==> src/verilog/dso_pkg.sv <==
// Purpose: shared constants and types of the drive status output block
// Assumes: 25 MHz system clock
// Notes: counts derive from times and the clock rate
package dso_pkg;
  localparam int unsigned CLK_HZ = 25_000_000;
  // glitch filter and turn-on delay times
  localparam int unsigned FAULT_IGNORE_US = 80;
  localparam int unsigned FAULT_ASSERT_US = 500;
  localparam int unsigned RELEASE_MS = 1000;
  localparam int unsigned FAULT_IGNORE_CYC = FAULT_IGNORE_US * (CLK_HZ / 1_000_000);
  localparam int unsigned FAULT_ASSERT_CYC = FAULT_ASSERT_US * (CLK_HZ / 1_000_000);
  localparam int unsigned RELEASE_CYC = RELEASE_MS * (CLK_HZ / 1000);
  localparam int unsigned NUM_SUPPLY = 5;
  localparam int unsigned NUM_UNSAFE = 8;
  localparam int unsigned NUM_SUMMARY = 3;
  // register byte offsets
  localparam logic [7:0] ADR_CTRL = 8'h00;
  localparam logic [7:0] ADR_STATUS = 8'h04;
  localparam logic [7:0] ADR_IRQ_STAT = 8'h08;
  localparam logic [7:0] ADR_IRQ_MASK = 8'h0c;
  // control bits
  localparam int unsigned CTRL_LAMP_TEST = 0;
  localparam int unsigned CTRL_READ_OE = 1;
  localparam logic [1:0] CTRL_RESET = 2'h2;
  // status bits
  localparam int unsigned ST_OFFSET_READY = 0;
  localparam int unsigned ST_POS_UNFIN = 1;
  localparam int unsigned ST_FILE_READY = 2;
  localparam int unsigned ST_ON_LINE = 3;
  localparam int unsigned ST_UNSAFE = 4;
  localparam int unsigned ST_VCLEAR = 5;
  localparam int unsigned ST_SUPPLY_FAULT = 6;
  localparam int unsigned ST_INDEX_ERR = 7;
  localparam int unsigned ST_BUS_IN = 8;
  localparam int unsigned ST_SUMMARY = 16;
  // interrupt event bits
  localparam int unsigned EV_INDEX = 0;
  localparam int unsigned EV_INDEX_ERR = 1;
  localparam int unsigned EV_POS_UNFIN = 2;
  localparam int unsigned EV_UNSAFE = 3;
  localparam int unsigned EV_VCLEAR = 4;
  localparam int unsigned EV_ON_LINE = 5;
  localparam int unsigned NUM_EV = 6;
  localparam logic [5:0] IRQ_RESET = 6'h00;

  typedef struct packed {
    logic seek_offset_go;
    logic offset_mode;
    logic offset_reset;
    logic write_cmd;
    logic servo_ready;
    logic off_cylinder;
    logic pack_index;
    logic sector_clock;
    logic index_fault;
    logic logical_address_plug;
    logic servo_data_sensed;
    logic recal_active;
    logic heads_loaded;
    logic read_only;
    logic read_bit_clock;
    logic separated_nrz_read;
    logic reference_oscillator;
    logic bus_data_in;
    logic [7:0] unsafe_ind;
    logic [4:0] supply_in_tol;
    logic [4:0] supply_over_limit;
  } dso_pins_t;
endpackage

==> src/verilog/dso_status_out.sv <==
// Purpose: drive status and response outputs toward the drive controller
// Assumes: pins asynchronous; classic wishbone slave for control and status
// Notes: read bit clock is sampled, its rising edge strobes read data
// Summary of operation
// - latch offset ready on go with offset mode, servo ready, no reset, no clear
// - drive positioning unfinished while heads are off cylinder
// - issue index pulse at pack index, aligned to the sector clock
// - assert index error on index fault while write command is active
// - file ready when offset ready is false or servo is ready
// - OR eight unsafe indicators into three summary outputs
// - any unsafe indicator drives overall unsafe and the unsafe lamp
// - set on-line latch with plug present, servo data sensed and heads loaded or recalibrate active
// - reset on-line on plug removal or servo data loss outside recalibrate
// - forward separated NRZ read data onto the bidirectional bus
// - heads loaded becomes servo data, read only becomes write protect
// - reference clocks and read bit clock become logic-level outputs
// - read data is NRZ, strobed by the read bit clock
// - release unsafe clear about one second after supplies turn healthy
// - supply faults of 80 us or less leave unsafe clear unchanged
// - supply faults of 500 us or longer assert unsafe clear
// - fault sense healthy only when all supplies are in tolerance
//
// Local design decisions: the register addresses and register access over Wishbone.
`timescale 1ns/1ps
module dso_status_out #(
  parameter int unsigned IGNORE_CYC = dso_pkg::FAULT_IGNORE_CYC,
  parameter int unsigned ASSERT_CYC = dso_pkg::FAULT_ASSERT_CYC,
  parameter int unsigned RELEASE_CYC = dso_pkg::RELEASE_CYC
) (
  // system
  input wire logic clock,
  input wire logic rst_n,
  input wire logic ce,
  // wishbone slave
  input wire logic wb_cyc_i,
  input wire logic wb_stb_i,
  input wire logic wb_we_i,
  input wire logic [7:0] wb_adr_i,
  input wire logic [3:0] wb_sel_i,
  input wire logic [31:0] wb_dat_i,
  output logic [31:0] wb_dat_o,
  output logic wb_ack_o,
  output logic irq,
  // drive pins
  input wire dso_pkg::dso_pins_t pins,
  // controller responses
  output logic offset_ready,
  output logic positioning_unfinished,
  output logic index_pulse,
  output logic index_error,
  output logic file_ready,
  output logic servo_data_resp,
  output logic write_protect_resp,
  output logic on_line,
  output logic [dso_pkg::NUM_SUMMARY-1:0] unsafe_summary,
  // unsafe to maintenance tool and lamp
  output logic unsafe,
  output logic unsafe_lamp,
  // clocks and read data
  output logic read_strobe,
  output logic reference_clock_out,
  output logic read_data_o,
  output logic read_data_oe,
  // power monitor
  output logic supply_fault_sense,
  output logic unsafe_clear
);
  dso_pkg::dso_pins_t s;
  logic idx_q;
  logic sec_q;
  logic rbc_q;
  logic index_pend;
  logic on_line_q;
  logic [1:0] ctrl;
  logic [dso_pkg::NUM_EV-1:0] irq_stat;
  logic [dso_pkg::NUM_EV-1:0] irq_mask;
  logic [dso_pkg::NUM_EV-1:0] ev;
  logic [31:0] status_word;
  logic idx_rise;
  logic sec_rise;
  logic rbc_rise;
  logic bus_req;
  logic wr_lane;

  function automatic logic hit(input logic [7:0] adr, input logic [7:0] off);
    hit = (adr[7:2] == off[7:2]);
  endfunction

  dso_sync #(.W($bits(dso_pkg::dso_pins_t))) u_sync (
    .clock(clock),
    .rst_n(rst_n),
    .ce(ce),
    .d(pins),
    .q(s)
  );

  dso_power_mon #(
    .IGNORE_CYC(IGNORE_CYC),
    .ASSERT_CYC(ASSERT_CYC),
    .RELEASE_CYC(RELEASE_CYC)
  ) u_pmon (
    .clock(clock),
    .rst_n(rst_n),
    .ce(ce),
    .supply_in_tol(s.supply_in_tol),
    .supply_over_limit(s.supply_over_limit),
    .supply_fault_sense(supply_fault_sense),
    .unsafe_clear(unsafe_clear)
  );

  assign idx_rise = s.pack_index & ~idx_q;
  assign sec_rise = s.sector_clock & ~sec_q;
  assign rbc_rise = s.read_bit_clock & ~rbc_q;
  assign bus_req = wb_cyc_i & wb_stb_i & ~wb_ack_o;
  assign wr_lane = wb_cyc_i & wb_stb_i & wb_ack_o & wb_we_i & wb_sel_i[0];

  // edge history of sampled pins
  always_ff @(posedge clock)
  begin
    if (!rst_n)
    begin
      idx_q <= 1'b0;
      sec_q <= 1'b0;
      rbc_q <= 1'b0;
      on_line_q <= 1'b0;
    end
    else if (ce)
    begin
      idx_q <= s.pack_index;
      sec_q <= s.sector_clock;
      rbc_q <= s.read_bit_clock;
      on_line_q <= on_line;
    end
  end

  // offset ready latch
  always_ff @(posedge clock)
  begin
    if (!rst_n)
      offset_ready <= 1'b0;
    else if (ce)
    begin
      if (s.offset_reset || unsafe_clear)
        offset_ready <= 1'b0;
      else if (s.seek_offset_go && s.offset_mode && s.servo_ready)
        offset_ready <= 1'b1;
    end
  end

  // direct status responses
  always_ff @(posedge clock)
  begin
    if (!rst_n)
    begin
      positioning_unfinished <= 1'b0;
      index_error <= 1'b0;
      file_ready <= 1'b0;
      servo_data_resp <= 1'b0;
      write_protect_resp <= 1'b0;
    end
    else if (ce)
    begin
      positioning_unfinished <= s.off_cylinder;
      index_error <= s.index_fault & s.write_cmd;
      file_ready <= ~offset_ready | s.servo_ready;
      servo_data_resp <= s.heads_loaded;
      write_protect_resp <= s.read_only;
    end
  end

  // index held until the next sector clock edge
  always_ff @(posedge clock)
  begin
    if (!rst_n)
    begin
      index_pend <= 1'b0;
      index_pulse <= 1'b0;
    end
    else if (ce)
    begin
      index_pend <= (index_pend | idx_rise) & ~sec_rise;
      index_pulse <= (index_pend | idx_rise) & sec_rise;
    end
  end

  // unsafe summaries and lamp
  always_ff @(posedge clock)
  begin
    if (!rst_n)
    begin
      unsafe_summary <= '0;
      unsafe <= 1'b0;
      unsafe_lamp <= 1'b0;
    end
    else if (ce)
    begin
      unsafe_summary[0] <= |s.unsafe_ind[2:0];
      unsafe_summary[1] <= |s.unsafe_ind[5:3];
      unsafe_summary[2] <= |s.unsafe_ind[7:6];
      unsafe <= |s.unsafe_ind;
      unsafe_lamp <= (|s.unsafe_ind) | ctrl[dso_pkg::CTRL_LAMP_TEST];
    end
  end

  // on-line latch
  always_ff @(posedge clock)
  begin
    if (!rst_n)
      on_line <= 1'b0;
    else if (ce)
    begin
      if (!s.logical_address_plug || (!s.servo_data_sensed && !s.recal_active))
        on_line <= 1'b0;
      else if (s.servo_data_sensed && (s.heads_loaded || s.recal_active))
        on_line <= 1'b1;
    end
  end

  // clocks and read data
  always_ff @(posedge clock)
  begin
    if (!rst_n)
    begin
      read_strobe <= 1'b0;
      reference_clock_out <= 1'b0;
      read_data_o <= 1'b0;
      read_data_oe <= 1'b0;
    end
    else if (ce)
    begin
      read_strobe <= s.read_bit_clock;
      reference_clock_out <= s.reference_oscillator;
      read_data_oe <= ctrl[dso_pkg::CTRL_READ_OE];
      if (rbc_rise)
        read_data_o <= s.separated_nrz_read;
    end
  end

  // event sources
  always_comb
  begin
    ev = '0;
    ev[dso_pkg::EV_INDEX] = index_pulse;
    ev[dso_pkg::EV_INDEX_ERR] = index_error;
    ev[dso_pkg::EV_POS_UNFIN] = positioning_unfinished;
    ev[dso_pkg::EV_UNSAFE] = unsafe;
    ev[dso_pkg::EV_VCLEAR] = unsafe_clear;
    ev[dso_pkg::EV_ON_LINE] = on_line ^ on_line_q;
  end

  // sticky status, set wins over write-one clear
  genvar gi;
  generate
    for (gi = 0; gi < dso_pkg::NUM_EV; gi++)
    begin : g_irq
      always_ff @(posedge clock)
      begin
        if (!rst_n)
          irq_stat[gi] <= 1'b0;
        else if (ce)
          irq_stat[gi] <= ev[gi] | (irq_stat[gi] & ~(wr_lane & hit(wb_adr_i, dso_pkg::ADR_IRQ_STAT)
            & wb_dat_i[gi]));
      end
    end
  endgenerate

  // control and mask registers
  always_ff @(posedge clock)
  begin
    if (!rst_n)
    begin
      ctrl <= dso_pkg::CTRL_RESET;
      irq_mask <= dso_pkg::IRQ_RESET;
    end
    else if (ce && wr_lane)
    begin
      if (hit(wb_adr_i, dso_pkg::ADR_CTRL))
        ctrl <= wb_dat_i[1:0];
      else if (hit(wb_adr_i, dso_pkg::ADR_IRQ_MASK))
        irq_mask <= wb_dat_i[dso_pkg::NUM_EV-1:0];
    end
  end

  always_ff @(posedge clock)
  begin
    if (!rst_n)
      irq <= 1'b0;
    else if (ce)
      irq <= |(irq_stat & irq_mask);
  end

  always_comb
  begin
    status_word = '0;
    status_word[dso_pkg::ST_OFFSET_READY] = offset_ready;
    status_word[dso_pkg::ST_POS_UNFIN] = positioning_unfinished;
    status_word[dso_pkg::ST_FILE_READY] = file_ready;
    status_word[dso_pkg::ST_ON_LINE] = on_line;
    status_word[dso_pkg::ST_UNSAFE] = unsafe;
    status_word[dso_pkg::ST_VCLEAR] = unsafe_clear;
    status_word[dso_pkg::ST_SUPPLY_FAULT] = supply_fault_sense;
    status_word[dso_pkg::ST_INDEX_ERR] = index_error;
    status_word[dso_pkg::ST_BUS_IN] = s.bus_data_in;
    status_word[dso_pkg::ST_SUMMARY +: dso_pkg::NUM_SUMMARY] = unsafe_summary;
  end

  // bus answer one cycle after the request
  always_ff @(posedge clock)
  begin
    if (!rst_n)
    begin
      wb_ack_o <= 1'b0;
      wb_dat_o <= '0;
    end
    else if (ce)
    begin
      wb_ack_o <= bus_req;
      if (!bus_req || wb_we_i)
        wb_dat_o <= '0;
      else if (hit(wb_adr_i, dso_pkg::ADR_CTRL))
        wb_dat_o <= {30'h0, ctrl};
      else if (hit(wb_adr_i, dso_pkg::ADR_STATUS))
        wb_dat_o <= status_word;
      else if (hit(wb_adr_i, dso_pkg::ADR_IRQ_STAT))
        wb_dat_o <= {26'h0, irq_stat};
      else if (hit(wb_adr_i, dso_pkg::ADR_IRQ_MASK))
        wb_dat_o <= {26'h0, irq_mask};
      else
        wb_dat_o <= '0;
    end
  end
endmodule

==> src/verilog/dso_sync.sv <==
// Purpose: two-stage synchroniser for a group of pins
// Assumes: inputs asynchronous to clock
// Notes: first stage feeds only the second
`timescale 1ns/1ps
module dso_sync #(
  parameter int W = 1
) (
  // system
  input wire logic clock,
  input wire logic rst_n,
  input wire logic ce,
  // data
  input wire logic [W-1:0] d,
  output logic [W-1:0] q
);
  logic [W-1:0] meta;

  always_ff @(posedge clock)
  begin
    if (!rst_n)
    begin
      meta <= '0;
      q <= '0;
    end
    else if (ce)
    begin
      meta <= d;
      q <= meta;
    end
  end
endmodule

==> src/verilog/dso_power_mon.sv <==
// Purpose: power monitor qualifier producing the unsafe-voltage clear
// Assumes: supply flags already synchronised
// Notes: clear is high out of reset until supplies prove good
`timescale 1ns/1ps
module dso_power_mon #(
  parameter int unsigned IGNORE_CYC = dso_pkg::FAULT_IGNORE_CYC,
  parameter int unsigned ASSERT_CYC = dso_pkg::FAULT_ASSERT_CYC,
  parameter int unsigned RELEASE_CYC = dso_pkg::RELEASE_CYC
) (
  // system
  input wire logic clock,
  input wire logic rst_n,
  input wire logic ce,
  // supplies
  input wire logic [dso_pkg::NUM_SUPPLY-1:0] supply_in_tol,
  input wire logic [dso_pkg::NUM_SUPPLY-1:0] supply_over_limit,
  // results
  output logic supply_fault_sense,
  output logic unsafe_clear
);
  localparam int FW = $clog2(ASSERT_CYC + 1);
  localparam int RW = $clog2(RELEASE_CYC + 1);
  logic [FW-1:0] fault_cnt;
  logic [RW-1:0] ok_cnt;

  // failing on any limit, healthy only with all in tolerance
  always_ff @(posedge clock)
  begin
    if (!rst_n)
      supply_fault_sense <= 1'b1;
    else if (ce)
    begin
      if (|supply_over_limit)
        supply_fault_sense <= 1'b1;
      else if (&supply_in_tol)
        supply_fault_sense <= 1'b0;
    end
  end

  // fault duration, restarts on every healthy cycle
  always_ff @(posedge clock)
  begin
    if (!rst_n)
      fault_cnt <= '0;
    else if (ce)
    begin
      if (!supply_fault_sense)
        fault_cnt <= '0;
      else if (fault_cnt != FW'(ASSERT_CYC))
        fault_cnt <= fault_cnt + 1'b1;
    end
  end

  // healthy duration while clear is held
  always_ff @(posedge clock)
  begin
    if (!rst_n)
      ok_cnt <= '0;
    else if (ce)
    begin
      if (supply_fault_sense || !unsafe_clear)
        ok_cnt <= '0;
      else
        ok_cnt <= ok_cnt + 1'b1;
    end
  end

  always_ff @(posedge clock)
  begin
    if (!rst_n)
      unsafe_clear <= 1'b1;
    else if (ce)
    begin
      if (supply_fault_sense && fault_cnt == FW'(ASSERT_CYC - 1))
        unsafe_clear <= 1'b1;
      else if (!supply_fault_sense && unsafe_clear && ok_cnt == RW'(RELEASE_CYC - 1))
        unsafe_clear <= 1'b0;
    end
  end
endmodule

==> config.mk <==
export PLATFORM = sky130hd
export DESIGN_NAME = dso_status_out
export DESIGN_NICKNAME = d
export VERILOG_FILES = /design/src/verilog/dso_pkg.sv /design/src/verilog/dso_status_out.sv /design/src/verilog/dso_sync.sv /design/src/verilog/dso_power_mon.sv
export SDC_FILE = /design/constraint.sdc
export NUM_CORES = 1
export LEC_CHECK = 0
export BUFFER_PORTS_ARGS = -buffer_cell sky130_fd_sc_hd__buf_2
export CAP_MARGIN = 40
export CORE_UTILIZATION = 55
export CTS_CLUSTER_DIAMETER = 50
export DETAILED_ROUTE_END_ITERATION = 8
export HOLD_SLACK_MARGIN = 0.05
export PLACE_DENSITY_LB_ADDON = 0.08
export SLEW_MARGIN = 10
export SYNTH_ARGS = -nofsm -noshare
export SYNTH_HDL_FRONTEND = slang
export SYNTH_SLANG_ARGS = --single-unit
==> constraint.sdc <==
create_clock -name clock -period 2.5 [get_ports clock]
set_input_delay 0.25 -clock clock [delete_from_list [all_inputs] [get_ports clock]]
set_output_delay 0.25 -clock clock [all_outputs]
set_load 0.05 [all_outputs]
==> results.sh <==
export IMPL_ys_seq_area_share_pct=48.2
export IMPL_drv_cap=0
export IMPL_critPathRequiredTime_ns=2.85
export IMPL_synthArstFlopShare_pct=0
export IMPL_final_setup_skew_ns=0.00750
export IMPL_finalSetupViolCount=0
export IMPL_crit_type="flip-flop to flip-flop"
export IMPL_htreeDepth=4
export IMPL_fin_util_pct=65.7
export IMPL_netlist_area_leader_share_pct=48.2
export IMPL_num_io_pins=139
export IMPL_worst_pin_slew_ns=0.795
export IMPL_fmax_mhz=485
export IMPL_ff_latch_area_um2=3240
export IMPL_synthFlopType="dfxtp_1"
export IMPL_viasPerCell=5.51
export IMPL_die_area_um2=12700
export IMPL_postCtsSetupRepairBufs=0
export IMPL_timing_slew_headroom_pct=47.0
export IMPL_tns_ns=0
export IMPL_worst_setup_path_start_kind="flip-flop"
export IMPL_powerDensity_nw_per_um2=725
export IMPL_synthTopCellsByArea="dfxtp_1 48%, mux2i_1 14%, nor2_1 6.4%"
export IMPL_ys_warnings_count=0
export IMPL_numClockSinks=162
export IMPL_end_kind="flip-flop"
export IMPL_grt_antenna_before_repair=1
export IMPL_vdd_drop_max_mv=0.560
export IMPL_grt_pass1_wl_mm=24.2
export IMPL_synth_area_leader_cell="dfxtp_1"
export IMPL_finalHoldViolCount=0
export IMPL_clock_latency_ns=0.42
export IMPL_final_net_count=901
export IMPL_holdCritPathClass="primary input to flip-flop"
export IMPL_multi_input_area_um2=3210
export IMPL_finalWorstSetupSlack_ns=0.440
export IMPL_grt_total_usage_pct=23.9
export IMPL_hold_start="pins[26]"
export IMPL_synth_enable_flop_cells=0
export IMPL_grt_start_max_net_pins=101
export IMPL_place_gp_congestion=0.871
export IMPL_num_rows=40
export IMPL_fin_crit_sh_pct=82.4
export IMPL_status="completed"
export IMPL_drcViolationCount=0
export IMPL_syn_area_per_cell_um2=9.26
export IMPL_startpoint="u_pmon.ok_cnt[0]"
export IMPL_hpwl_mm=9.88
export IMPL_dr_pass1_iters=4
export IMPL_p_leak_nw=3.25
export IMPL_rsz0062_at_grt="no"
export IMPL_die_x_um=113
export IMPL_ys_seq_elements=162
export IMPL_synthToLayoutAreaGrowth_pct=16.8
export IMPL_numPortBuffers=87
export IMPL_cts_path_max_buffers=2
export IMPL_synth_most_common_cell="dfxtp_1"
export IMPL_cts_root_buf="clkbuf_16"
export IMPL_r2r_start="u_pmon.ok_cnt[0]"
export IMPL_nFillCells=987
export IMPL_drv_slew=0
export IMPL_synth_top_cells_by_count="162 x dfxtp_1, 115 x nor2_1, 93 x mux2i_1"
export IMPL_vias=5357
export IMPL_post_place_ws_ns=0.472
export IMPL_syn_inst=727
export IMPL_overflow=0
export IMPL_drtIter0Drc=397
export IMPL_layout_drive_gt1_share_pct=17.0
export IMPL_die_y_um=113
export IMPL_cts_tree="yes"
export IMPL_crit_fanout=12
export IMPL_fin_crit_ns=2.06
export IMPL_drt_wl_total_mm=14.2
export IMPL_first_global_vias=5005
export IMPL_cts_buffers=17
export IMPL_cts_resized=0
export IMPL_arrival_ns=2.41
export IMPL_synthesis_area_um2=6740
export IMPL_wl_per_cell_um=14.6
export IMPL_path_clk_slew_ns=0.06
export IMPL_ant_nets=0
export IMPL_synthDistinctLibCells=53
export IMPL_p_total_mw=5.70
export IMPL_core_um2=12000
export IMPL_start_util_pct=56.3
per-layer routing:
layer | vias to the layer above | part of all wire [%] | global-route usage [%]
met5 | - | 0 | 0
met1 | 2501 | 47 | 31.1
met3 | 18 | 5.4 | 7.40
li1 | 2713 | - | -
met4 | 0 | 1.5 | 7.91
met2 | 125 | 47 | 37.7
layout by cell type, fill, tap and decap left out, types with 3 or more instances in the layout:
master,instances
dfxtp_1,162
nand4_1,19
or3_1,12
clkinv_4,3
xor2_1,12
nand3_1,25
nand2_1,55
inv_1,9
o21ai_1,5
nand2b_1,3
or4_1,11
dlygate4sd3_1,5
and3_1,9
xnor2_1,4
nor3_1,12
clkbuf_1,3
o31ai_1,7
a2bb2oi_1,3
nor2_1,115
clkbuf_16,17
ha_1,3
buf_2,86
mux2i_1,93
a211oi_1,3
buf_4,11
a21oi_1,39
o21ai_0,21
o221ai_1,4
conb_1,20
a311oi_1,6
layout make-up:
type / count / area share, %
Antenna cell: 1 / 0.0318
Clock buffer: 22 / 5.90
Clock inverter: 10 / 1.61
Inverter: 11 / 0.541
Multi-Input combinational cell: 516 / 40.8
Sequential cell: 162 / 41.2
Tap cell: 147 / 2.34
Timing Repair Buffer: 104 / 7.56
critical path, cell delays in order (launching register included):
cell and delay, ns:
dfxtp_1 0.38, ha_1 0.21, nand4_2 0.19, or4_4 0.64
or4_1 0.43, a21oi_1 0.14
repair_timing:
| action | in CTS | in global routing |
|---|---|---|
| hold buffers | 5 | 0 |
| endpoints found under the setup margin | 0 | 0 |
| endpoints found under the hold margin | 5 | 0 |
path summary, 6_finish.rpt:
kind                            cells past startpoint  slack (ns)                 to
worst max-delay path                                5        0.44  u_pmon.ok_cnt[22]
worst min-delay path                                3        0.06    u_sync.meta[26]
worst min register to register                      2        0.46        wb_dat_o[4]
worst max register to register                      5        0.44  u_pmon.ok_cnt[22]
power by group:
| group | total (mW) | leakage [nW] | switching [mW] | internal (mW) |
|---|---|---|---|---|
| Clock | 2.56 | 0.283 | 1.03 | 1.54 |
| Sequential | 2.70 | 1.32 | 0.0453 | 2.66 |
| Combinational | 0.439 | 1.65 | 0.288 | 0.151 |
| Total | 5.70 | 3.25 | 1.36 | 4.34 |
metrics by stage:
stage	area, µm²	hold slack [ns]	cells
final	7860	0.0636	973
after global routing	7860	0.0611	972
after CTS	7860	0.0505	972
after detailed placement	7220	0.459	935
after global placement	7220	0.447	935
after floorplan	6810	0.360	746
state kept, by name, summed over array words and instances (netlist names), 2 cells and up:
signal / cells
ctrl: 2
irq_mask: 6
u_pmon.ok_cnt: 25
unsafe_summary: 3
wb_dat_o: 12
u_sync.meta: 36
irq_stat: 6
u_sync.q: 36
u_pmon.fault_cnt: 14
kinds of logic (layout without fill, tap and decap cells):
logic type	count (synthesis)	in the layout	share of synthesized area [%]
AO/OA/AOI/OAI	106	106	9.96
XOR/XNOR	16	16	2.08
adder cells (fa/ha/maj)	3	3	0.557
buffers and inverters	68	147	5.29
flip-flops	162	162	48.2
multiplexers	93	93	13.8
other	1	21	0.0557
AND/OR/NAND/NOR	278	278	20.1
(Power assumes the default switching activity.)
